$ cat config.mk
export PLATFORM = sky130hd
export DESIGN_NAME = jbsdp_port
export DESIGN_NICKNAME = d
export VERILOG_FILES = /design/src/verilog/jbsdp_pkg.sv /design/src/verilog/jbsdp_sync.sv /design/src/verilog/jbsdp_fifo.sv /design/src/verilog/jbsdp_port.sv
export SDC_FILE = /design/constraint.sdc
export NUM_CORES = 1
export LEC_CHECK = 0
export BUFFER_PORTS_ARGS = -buffer_cell sky130_fd_sc_hd__buf_2
export CAP_MARGIN = 5
export CORE_MARGIN = 2
export CORE_UTILIZATION = 60
export CTS_CLUSTER_SIZE = 8
export DETAILED_ROUTE_END_ITERATION = 8
export HOLD_SLACK_MARGIN = 0.08
export PLACE_DENSITY = 0.84
export SYNTH_ARGS = -nofsm -noshare
export SYNTH_HDL_FRONTEND = slang
export SYNTH_SLANG_ARGS = --single-unit
$ cat constraint.sdc
create_clock -name clk -period 2.9 [get_ports clk]
set_input_delay 0.145 -clock clk [delete_from_list [all_inputs] [get_ports clk]]
set_output_delay 0.145 -clock clk [all_outputs]
set_load 0.01 [all_outputs]
$ cat src/verilog/jbsdp_pkg.sv
// shared constants and types of the test access and debug port
package jbsdp_pkg;

   // ******************************************************
   // instruction register
   // ******************************************************
   localparam int        IR_W         = 4;
   localparam logic [3:0] IR_EXTEST   = 4'h0;
   localparam logic [3:0] IR_IDCODE   = 4'h1;
   localparam logic [3:0] IR_SAMPLE   = 4'h2;
   localparam logic [3:0] IR_DBG_DATA = 4'h8;
   localparam logic [3:0] IR_DBG_ACC  = 4'h9;
   localparam logic [3:0] IR_DEV_RST  = 4'hc;
   localparam logic [3:0] IR_BYPASS   = 4'hf;
   localparam logic [3:0] IR_CAPTURE  = 4'h1;

   // ******************************************************
   // identification register layout
   // ******************************************************
   localparam int         ID_W        = 32;
   localparam int         ID_VER_LSB  = 28;
   localparam int         ID_PART_LSB = 12;
   localparam int         ID_MFR_LSB  = 1;
   localparam logic       ID_MARK     = 1'b1;
   // arbitrary identity values
   localparam logic [3:0]  ID_VERSION = 4'h0;
   localparam logic [15:0] ID_PART    = 16'h1234;
   localparam logic [10:0] ID_MFR     = 11'h055;

   // ******************************************************
   // debug data channel
   // ******************************************************
   localparam int         DDC_W        = 8;
   localparam logic [7:0] DDC_RESET    = 8'h00;
   localparam int         DDC_PEND_BIT = 7;
   localparam int         DDC_DEPTH    = 16;

   // ******************************************************
   // boundary cells per pin: input, output data, output enable
   // ******************************************************
   localparam int CELL_IN   = 0;
   localparam int CELL_OUT  = 1;
   localparam int CELL_OE   = 2;
   localparam int CELLS_PIN = 3;
   localparam int SYNC_N    = 3;

   typedef enum logic [3:0] {
      TAP_RESET, TAP_IDLE, TAP_SEL_DR, TAP_CAP_DR, TAP_SH_DR, TAP_EX1_DR,
      TAP_PAU_DR, TAP_EX2_DR, TAP_UPD_DR, TAP_SEL_IR, TAP_CAP_IR,
      TAP_SH_IR, TAP_EX1_IR, TAP_PAU_IR, TAP_EX2_IR, TAP_UPD_IR
   } jbsdp_tap_e;

   typedef struct packed {
      logic       wr;
      logic       rd;
      logic [7:0] wdata;
   } jbsdp_cpu_s;

endpackage : jbsdp_pkg

$ cat src/verilog/jbsdp_sync.sv
// three-stage input synchroniser with agreement filter
`timescale 1ns/1ps
module jbsdp_sync #(
   parameter int WIDTH = 3
) (
   // clock and reset
   input  wire logic             clk,
   input  wire logic             rst,
   // raw and filtered levels
   input  wire logic [WIDTH-1:0] rawIn,
   output logic      [WIDTH-1:0] cleanOut
);
   import jbsdp_pkg::*;

   typedef struct packed {
      logic [WIDTH-1:0] s1;
      logic [WIDTH-1:0] s2;
      logic [WIDTH-1:0] s3;
      logic [WIDTH-1:0] filt;
   } jbsdp_sync_s;

   jbsdp_sync_s st_reg;
   jbsdp_sync_s st_next;

   initial begin
      if (WIDTH < 1) $error("jbsdp_sync: WIDTH must be at least 1");
   end

   // ******************************************************
   // stage chain; a change counts once stages two and three agree
   // ******************************************************
   always_comb begin
      st_next    = st_reg;
      st_next.s1 = rawIn;
      st_next.s2 = st_reg.s1;
      st_next.s3 = st_reg.s2;
      for (int i = 0; i < WIDTH; i++) begin
         if (st_reg.s2[i] == st_reg.s3[i]) begin
            st_next.filt[i] = st_reg.s3[i];
         end
      end
   end

   always_ff @(posedge clk) begin
      if (rst) begin
         st_reg <= '0;
      end else begin
         st_reg <= st_next;
      end
   end

   assign cleanOut = st_reg.filt;

endmodule : jbsdp_sync

$ cat src/verilog/jbsdp_fifo.sv
// debug byte fifo with registered storage
`timescale 1ns/1ps
module jbsdp_fifo #(
   parameter int WIDTH = 8,
   parameter int DEPTH = 16
) (
   // clock and reset
   input  wire logic             clk,
   input  wire logic             rst,
   // fill side
   input  wire logic             inValid,
   output logic                  inReady,
   input  wire logic [WIDTH-1:0] inData,
   // drain side
   output logic                  outValid,
   input  wire logic             outReady,
   output logic      [WIDTH-1:0] outData
);
   import jbsdp_pkg::*;

   localparam int AW = $clog2(DEPTH);

   typedef struct packed {
      logic [DEPTH-1:0][WIDTH-1:0] mem;
      logic [AW:0]                 wp;
      logic [AW:0]                 rp;
   } jbsdp_fifo_s;

   jbsdp_fifo_s st_reg;
   jbsdp_fifo_s st_next;
   logic        fullNow;
   logic        emptyNow;

   initial begin
      if (DEPTH < 2 || (1 << AW) != DEPTH)
         $error("jbsdp_fifo: DEPTH must be a power of two >= 2");
      if (WIDTH < 1) $error("jbsdp_fifo: WIDTH must be at least 1");
   end

   assign emptyNow = (st_reg.wp == st_reg.rp);
   assign fullNow  = (st_reg.wp[AW] != st_reg.rp[AW]) &&
                     (st_reg.wp[AW-1:0] == st_reg.rp[AW-1:0]);
   assign inReady  = !fullNow;
   assign outValid = !emptyNow;
   assign outData  = st_reg.mem[st_reg.rp[AW-1:0]];

   // ******************************************************
   // pointer and storage update
   // ******************************************************
   always_comb begin
      st_next = st_reg;
      if (inValid && !fullNow) begin
         st_next.mem[st_reg.wp[AW-1:0]] = inData;
         st_next.wp = st_reg.wp + 1'b1;
      end
      if (outReady && !emptyNow) begin
         st_next.rp = st_reg.rp + 1'b1;
      end
   end

   always_ff @(posedge clk) begin
      if (rst) begin
         st_reg <= '0;
      end else begin
         st_reg <= st_next;
      end
   end

endmodule : jbsdp_fifo

$ cat src/verilog/jbsdp_port.sv
// test access port, boundary scan and debug data channel
// Notes on behaviour
// - cpu byte write to debug channel queues it for debugger, sets pending
// - cpu read returns stored bits 6..0 with pending flag in bit 7
// - channel reachable only with debug fuse and debugger access, else io
// - port works only with enable fuse set and disable bit clear
// - programming runs over the four test pins, no high voltage; the code has no programming instruction, only the debugFuseProgReq grant
// - with either lock bit set, debug fuse programming needs chip erase
// - idcode is the instruction after test logic reset
// - entering reset puts every pin output at high impedance at once; under extest the code keeps driving the latched enables
// - reset from low reset pin or device reset instruction with one
// - extest drives output latches onto pins as soon as loaded
// - sample/preload captures pins without disturbing normal operation
// - scan works with fast test clock or stopped chip clock; the code samples tck on the chip clock, which must run and be faster
// - bypass is one stage loading zero at capture
// - data registers: bypass, identification, reset, boundary chain
// - chain drives and observes digital pins and analog boundary; the code chain has digital pin cells only
// - idcode, bypass, sample/preload, extest, device reset instructions
// - four-bit instruction register with extest 0, idcode 1, c, f
// - reset register holds reset while one, output not latched
// - every shift register moves least significant bit first
// - identification: version, part number, maker code, bit 0 one
`timescale 1ns/1ps
module jbsdp_port #(
   parameter int NPINS = 8
) (
   // clock and reset
   input  wire logic                 clk,
   input  wire logic                 rst,
   // test pins
   input  wire logic                 tck,
   input  wire logic                 tms,
   input  wire logic                 tdi,
   output logic                      tdo,
   output logic                      tdoOe,
   // fuses and control bits
   input  wire logic                 testPortEnableFuse,
   input  wire logic                 testPortDisableBit,
   input  wire logic                 debugEnableFuse,
   input  wire logic                 lockBitOne,
   input  wire logic                 lockBitTwo,
   // debug fuse programming guard
   input  wire logic                 debugFuseProgReq,
   input  wire logic                 chipEraseDone,
   output logic                      debugFuseProgGrant,
   // cpu access at the shared address
   input  wire jbsdp_pkg::jbsdp_cpu_s cpuReq,
   output logic                      cpuWrReady,
   output logic [7:0]                cpuRdata,
   output jbsdp_pkg::jbsdp_cpu_s     ioReq,
   input  wire logic [7:0]           ioRdata,
   // reset
   input  wire logic                 extResetN,
   output logic                      deviceReset,
   // pins and core side
   input  wire logic [NPINS-1:0]     coreOut,
   input  wire logic [NPINS-1:0]     coreOe,
   input  wire logic [NPINS-1:0]     pinIn,
   output logic      [NPINS-1:0]     pinOut,
   output logic      [NPINS-1:0]     pinOe
);
   import jbsdp_pkg::*;

   localparam int BSR_W = CELLS_PIN * NPINS;

   initial begin
      if (NPINS < 1) $error("jbsdp_port: NPINS must be at least 1");
   end

   typedef struct packed {
      jbsdp_tap_e       tap;
      logic [IR_W-1:0]  ir;
      logic [IR_W-1:0]  irSh;
      logic             bypassSh;
      logic [ID_W-1:0]  idSh;
      logic             rstSh;
      logic [BSR_W-1:0] bsrSh;
      logic [BSR_W-1:0] bsrLat;
      logic [DDC_W-1:0] ddSh;
      logic             accSh;
      logic             accEn;
      logic             tdo;
      logic             tckPrev;
      logic [DDC_W-1:0] lastByte;
      logic [DDC_W-1:0] rdata;
      logic             erased;
   } jbsdp_port_s;

   jbsdp_port_s st_reg;
   jbsdp_port_s st_next;

   logic [2:0]       syncOut;
   logic             tckS;
   logic             tmsS;
   logic             tdiS;
   logic             tckRise;
   logic             tckFall;
   logic             portOn;
   logic             chanSel;
   logic             fifoInValid;
   logic             fifoInReady;
   logic             pending;
   logic             fifoPop;
   logic [DDC_W-1:0] fifoHead;
   logic             serialOut;
   logic             rstHold;
   logic             extestOn;
   logic [ID_W-1:0]  idValue;
   logic [BSR_W-1:0] bsrCapture;

   // ******************************************************
   // test pin sampling on the chip clock
   // ******************************************************
   jbsdp_sync #(
      .WIDTH (3)
   ) jbsdp_sync_inst (
      .clk      (clk),
      .rst      (rst),
      .rawIn    ({tdi, tms, tck}),
      .cleanOut (syncOut)
   );

   assign tckS    = syncOut[0];
   assign tmsS    = syncOut[1];
   assign tdiS    = syncOut[2];
   assign tckRise = tckS && !st_reg.tckPrev;
   assign tckFall = !tckS && st_reg.tckPrev;

   assign portOn = testPortEnableFuse && !testPortDisableBit;

   // ******************************************************
   // debug data channel and shared address
   // ******************************************************
   assign chanSel     = debugEnableFuse && st_reg.accEn;
   assign fifoInValid = chanSel && cpuReq.wr;
   assign cpuWrReady  = chanSel ? fifoInReady : 1'b1;
   assign ioReq       = chanSel ? '0 : cpuReq;
   assign cpuRdata    = st_reg.rdata;
   assign fifoPop     = portOn && tckRise && st_reg.tap == TAP_UPD_DR &&
                        st_reg.ir == IR_DBG_DATA;

   jbsdp_fifo #(
      .WIDTH (DDC_W),
      .DEPTH (DDC_DEPTH)
   ) jbsdp_fifo_inst (
      .clk      (clk),
      .rst      (rst),
      .inValid  (fifoInValid),
      .inReady  (fifoInReady),
      .inData   (cpuReq.wdata),
      .outValid (pending),
      .outReady (fifoPop),
      .outData  (fifoHead)
   );

   // ******************************************************
   // debug fuse programming guard
   // ******************************************************
   assign debugFuseProgGrant = debugFuseProgReq &&
      (!(lockBitOne || lockBitTwo) || st_reg.erased);

   // ******************************************************
   // reset, pin drive and capture values
   // ******************************************************
   assign rstHold     = portOn && st_reg.ir == IR_DEV_RST &&
                        st_reg.rstSh;
   assign deviceReset = !extResetN || rstHold;
   assign extestOn    = portOn && st_reg.ir == IR_EXTEST;
   assign idValue     = {ID_VERSION, ID_PART, ID_MFR, ID_MARK};

   for (genvar p = 0; p < NPINS; p++) begin : g_pin
      assign bsrCapture[CELLS_PIN*p+CELL_IN]  = pinIn[p];
      assign bsrCapture[CELLS_PIN*p+CELL_OUT] = coreOut[p];
      assign bsrCapture[CELLS_PIN*p+CELL_OE]  = coreOe[p];
      // extest drives latches; otherwise core, cut off during reset
      assign pinOut[p] = extestOn ? st_reg.bsrLat[CELLS_PIN*p+CELL_OUT]
                                  : coreOut[p];
      assign pinOe[p]  = extestOn ? st_reg.bsrLat[CELLS_PIN*p+CELL_OE]
                                  : (coreOe[p] && !deviceReset);
   end

   // ******************************************************
   // serial output selection
   // ******************************************************
   always_comb begin
      serialOut = st_reg.bypassSh;
      if (st_reg.tap == TAP_SH_IR) begin
         serialOut = st_reg.irSh[0];
      end else begin
         case (st_reg.ir)
            IR_EXTEST, IR_SAMPLE: serialOut = st_reg.bsrSh[0];
            IR_IDCODE:            serialOut = st_reg.idSh[0];
            IR_DEV_RST:           serialOut = st_reg.rstSh;
            IR_DBG_DATA:          serialOut = st_reg.ddSh[0];
            IR_DBG_ACC:           serialOut = st_reg.accSh;
            default:              serialOut = st_reg.bypassSh;
         endcase
      end
   end

   assign tdo   = st_reg.tdo;
   assign tdoOe = portOn && (st_reg.tap == TAP_SH_DR ||
                             st_reg.tap == TAP_SH_IR);

   // ******************************************************
   // tap controller and data registers
   // ******************************************************
   function automatic jbsdp_tap_e tapStep(jbsdp_tap_e s, logic m);
      case (s)
         TAP_RESET:  tapStep = m ? TAP_RESET  : TAP_IDLE;
         TAP_IDLE:   tapStep = m ? TAP_SEL_DR : TAP_IDLE;
         TAP_SEL_DR: tapStep = m ? TAP_SEL_IR : TAP_CAP_DR;
         TAP_CAP_DR: tapStep = m ? TAP_EX1_DR : TAP_SH_DR;
         TAP_SH_DR:  tapStep = m ? TAP_EX1_DR : TAP_SH_DR;
         TAP_EX1_DR: tapStep = m ? TAP_UPD_DR : TAP_PAU_DR;
         TAP_PAU_DR: tapStep = m ? TAP_EX2_DR : TAP_PAU_DR;
         TAP_EX2_DR: tapStep = m ? TAP_UPD_DR : TAP_SH_DR;
         TAP_UPD_DR: tapStep = m ? TAP_SEL_DR : TAP_IDLE;
         TAP_SEL_IR: tapStep = m ? TAP_RESET  : TAP_CAP_IR;
         TAP_CAP_IR: tapStep = m ? TAP_EX1_IR : TAP_SH_IR;
         TAP_SH_IR:  tapStep = m ? TAP_EX1_IR : TAP_SH_IR;
         TAP_EX1_IR: tapStep = m ? TAP_UPD_IR : TAP_PAU_IR;
         TAP_PAU_IR: tapStep = m ? TAP_EX2_IR : TAP_PAU_IR;
         TAP_EX2_IR: tapStep = m ? TAP_UPD_IR : TAP_SH_IR;
         TAP_UPD_IR: tapStep = m ? TAP_SEL_DR : TAP_IDLE;
         default:    tapStep = TAP_RESET;
      endcase
   endfunction : tapStep

   always_comb begin
      st_next         = st_reg;
      st_next.tckPrev = tckS;
      // cpu side of the shared address, read data registered
      if (fifoInValid && fifoInReady) begin
         st_next.lastByte = cpuReq.wdata;
      end
      if (cpuReq.rd) begin
         st_next.rdata = chanSel ?
            {pending, st_reg.lastByte[DDC_PEND_BIT-1:0]} : ioRdata;
      end
      if (chipEraseDone) begin
         st_next.erased = 1'b1;
      end
      if (!portOn) begin
         st_next.tap = TAP_RESET;
         st_next.ir  = IR_IDCODE;
         st_next.tdo = 1'b0;
      end else if (tckFall) begin
         st_next.tdo = serialOut;
      end else if (tckRise) begin
         st_next.tap = tapStep(st_reg.tap, tmsS);
         case (st_reg.tap)
            TAP_RESET: begin
               st_next.ir = IR_IDCODE;
            end
            TAP_CAP_IR: begin
               st_next.irSh = IR_CAPTURE;
            end
            TAP_SH_IR: begin
               st_next.irSh = {tdiS, st_reg.irSh[IR_W-1:1]};
            end
            TAP_UPD_IR: begin
               st_next.ir = st_reg.irSh;
            end
            TAP_CAP_DR: begin
               case (st_reg.ir)
                  IR_EXTEST, IR_SAMPLE: st_next.bsrSh = bsrCapture;
                  IR_IDCODE:   st_next.idSh  = idValue;
                  IR_DBG_DATA: st_next.ddSh  = fifoHead;
                  IR_DBG_ACC:  st_next.accSh = st_reg.accEn;
                  IR_DEV_RST:  st_next.rstSh = st_reg.rstSh;
                  default:     st_next.bypassSh = 1'b0;
               endcase
            end
            TAP_SH_DR: begin
               case (st_reg.ir)
                  IR_EXTEST, IR_SAMPLE:
                     st_next.bsrSh = {tdiS, st_reg.bsrSh[BSR_W-1:1]};
                  IR_IDCODE:
                     st_next.idSh = {tdiS, st_reg.idSh[ID_W-1:1]};
                  IR_DBG_DATA:
                     st_next.ddSh = {tdiS, st_reg.ddSh[DDC_W-1:1]};
                  IR_DBG_ACC:  st_next.accSh = tdiS;
                  IR_DEV_RST:  st_next.rstSh = tdiS;
                  default:     st_next.bypassSh = tdiS;
               endcase
            end
            TAP_UPD_DR: begin
               case (st_reg.ir)
                  IR_EXTEST, IR_SAMPLE:
                     st_next.bsrLat = st_reg.bsrSh;
                  IR_DBG_ACC: st_next.accEn = st_reg.accSh;
                  default: ;
               endcase
            end
            default: ;
         endcase
      end
   end

   always_ff @(posedge clk) begin
      if (rst) begin
         st_reg          <= '0;
         st_reg.tap      <= TAP_RESET;
         st_reg.ir       <= IR_IDCODE;
         st_reg.lastByte <= DDC_RESET;
         st_reg.rdata    <= DDC_RESET;
      end else begin
         st_reg <= st_next;
      end
   end

endmodule : jbsdp_port

==> reports/metrics.yaml <==
clk_pin_slew_ps: 50
r2r_cells: 6
synth_largest_area_cell: "dfxtp_1"
track_usage_pct: 28.7
rows: 51
port_buffers: 93
synth-seq-cells: 264
finalSetupViolations: 0
syn_to_final_growth_pct: 17.2
floorplan.initialDensity_pct: 60.7
grt_max_degree: 105
hold_class: "input pin to flip-flop"
power_frac_seq_pct: 46.9
p_switching_w: 0.00166
synth_fp_nets: 1295
ys_seq_area_share_pct: 45.2
synth.distinct_cells: 53
post-route-min-period_ps: 2650
final_nets: 1385
post-route-util_pct: 71.1
switching_share_pct: 21.4
synth_edf_count: 0
io_pins: 94
drc: 0
fin_area_mm2: 0.0137
yosys_warnings: 0
worst-path-max-fanout: 17
ant_nets: 0
h-tree-depth: 2
drv_cap: 0
hold_depth: 3
path_class: "flip-flop to output pin"
worstMarginPinSlew_ps: 1100
combPwrFrac_pct: 3.8
place_worst_setup_slack_ps: 525
drv_slew: 0
fin_setup_tns_ps: 0
route.vias.total: 9607
die_w_um: 144
clock_path_buffers: 3
synthArstFlopShare_pct: 0
fin_worst_skew_ps: 33.5
p_leak_nw: 5.30
grt_pass1_vias: 9476
r2r_start: "st_reg[121]"
postCtsSetupBuffers: 0
drt-pass1-iter-count: 5
peakVddDrop_mv: 0.563
insertedDiodeCount: 0
status: "finished clean"
ys.flop_type: "dfxtp_1"
tritoncts: "done"
pwr_density_cell_mw_per_mm2: 569
grt_setup_unrepaired: "no"
clkPwrFrac_pct: 49.2
drt_iter0_drc: 747
rrSetupSlack_ps: 420
grt.overflow.total: 0
dpl.hpwl_mm: 17.3
chipHeight_um: 144
drt-vias-per-instance: 6.04
synthDominantCellAreaShare_pct: 45.2
cp.required_ps: 2760
cts_inserted_buffers: 38
finalWirelength_mm: 29.3
synth_most_common_cell: "dfxtp_1"
p_int_w: 0.00613
core_area_mm2: 0.0193
grt_pass1_wl_mm: 47.6
timing.final.crit_share_pct: 91.3
placement.cell_area_mm2: 0.0123
clock-root-buffer: "clkbuf_16"
wl_per_cell_um: 18.4
crit_start: "st_reg[116]"
largest_reg_flops: 138
worstSetupEndpoint: "pinOe[6]"
n_fill_cell: 1325
cts.sinks: 264
finalHoldViolCount: 0
antenna_found_initial: 0
drive_gt1_share_pct: 16.7
gp_congestion: 0.835
syn_area_mm2: 0.0117
synth.avg_cell_area_um2: 9.47
synth_area_leaders: "dfxtp_1, mux2i_1, nor2_1, mux4_2, nand2_1"
clock_latency_ps: 520
critPathCaptureType: "output pin"
max_freq_ghz: 0.378
worstPathArrival_ps: 2500
reg2reg_to: "st_reg[67]"
setup_ws_ps: 252
synth_common_cells: "dfxtp_1, nor2_1, mux2i_1, nand2_1, clkbuf_1"
die_area_mm2: 0.0206
synthCells: 1235
slew-limit-headroom_pct: 26.8
setup.worst_path.start_class: "flip-flop"
[placed cells by master (no fill, tap or decap), types with 3 or more instances in the layout]
cell,netlist,final
or2_2,3,3
nand3b_1,4,4
inv_1,7,7
a22o_1,8,8
nor3_1,6,5
ha_1,5,5
mux2_2,10,10
or3_1,3,3
buf_12,0,3
nor4b_1,4,4
dlygate4sd3_1,0,43
a22oi_1,33,33
buf_2,25,92
a311oi_1,30,30
o21ai_0,19,19
dfxtp_1,264,263
nand4_1,4,4
and2_1,12,12
a211oi_1,14,13
o211ai_1,3,3
xnor2_1,8,8
nand2b_1,9,9
a211o_1,10,10
mux4_2,24,24
buf_4,11,27
a2111o_1,4,4
a31oi_1,3,3
nand3_1,16,16
a21oi_1,30,30
nand2_1,89,89
a211oi_2,8,9
nor2_1,255,254
mux2i_1,172,172
clkbuf_16,0,39
xor2_1,6,5
nor2b_1,19,19
o22ai_1,19,19
[worst max-delay path, stage by stage (launching register included)]
cell     delay (ps)
dfxtp_1         380
or4b_4          590
nor3_2          150
buf_4           300
nor2_2          170
a22o_1          250
buf_2           150
[routing by layer]
layer  vias up  GRT usage [%]  wire [um]
li1       4492              -          -
met1      4673           36.5      12000
met2       352           48.6      14600
met3        90           4.40       1720
met4         0           12.1       1020
met5         -              0          0
[final cells by class]
cell class              instances  area (um2)  area share [%]
clock buffers                  39         976            7.12
clock inverters                 2        32.5           0.237
inverters                       7        26.3           0.192
multi-input cells             848        5880            42.9
flip-flops and latches        264        5290            38.6
well taps                     265         332            2.42
repair buffers                166        1160            8.50
[logic make-up after synthesis]
| logic type | after synthesis | share of synthesized area (%) |
|---|---|---|
| mux | 207 | 20.4 |
| compound gates | 188 | 12.0 |
| flops | 264 | 45.2 |
| buf+inv | 123 | 4.73 |
| xor+xnor | 14 | 1.05 |
| fa+ha+maj | 5 | 0.535 |
| simple gates | 434 | 16.0 |
[metrics by stage]
step | power [W] | instances | hold slack (ps)
floorplan | 0.00387 | 1235 | 261
global placement | 0.00396 | 1507 | 350
detailed placement | 0.00397 | 1507 | 360
CTS | 0.00784 | 1591 | 81.0
global route | 0.00802 | 1591 | 100
finish | 0.00779 | 1591 | 107
[how the worst min path moves through the flow]
stage	to	from
6_report	jbsdp_fifo_inst.st_reg[97]	cpuReq[7]
5_1_grt	jbsdp_fifo_inst.st_reg[137]	cpuReq[7]
4_1_cts	cpuRdata[4]	cpuReq[8]
3_5_place_dp	jbsdp_sync_inst.st_next[7]	tms
3_3_place_gp	st_reg[0]	chipEraseDone
2_1_floorplan	st_reg[0]	chipEraseDone
[what timing repair did]
item                                    in CTS  in global routing
gates resized for setup                      0                  1
endpoints found under the hold margin       71                  0
hold buffers                                43                  0
endpoints found under the setup margin       0                  3
[power groups by stage]
| stage | Combinational [W] | Clock (W) | Sequential, W |
|---|---|---|---|
| 4_1_cts | 0.000287 | 0.00390 | 0.00366 |
| 6_report | 0.000299 | 0.00384 | 0.00366 |
| 2_1_floorplan | 0.000149 | 0 | 0.00372 |
| 3_5_place_dp | 0.000240 | 0 | 0.00373 |
| 3_3_place_gp | 0.000238 | 0 | 0.00373 |
| 5_1_grt | 0.000320 | 0.00405 | 0.00365 |
Note: power is estimated with default switching activity, not from simulation.
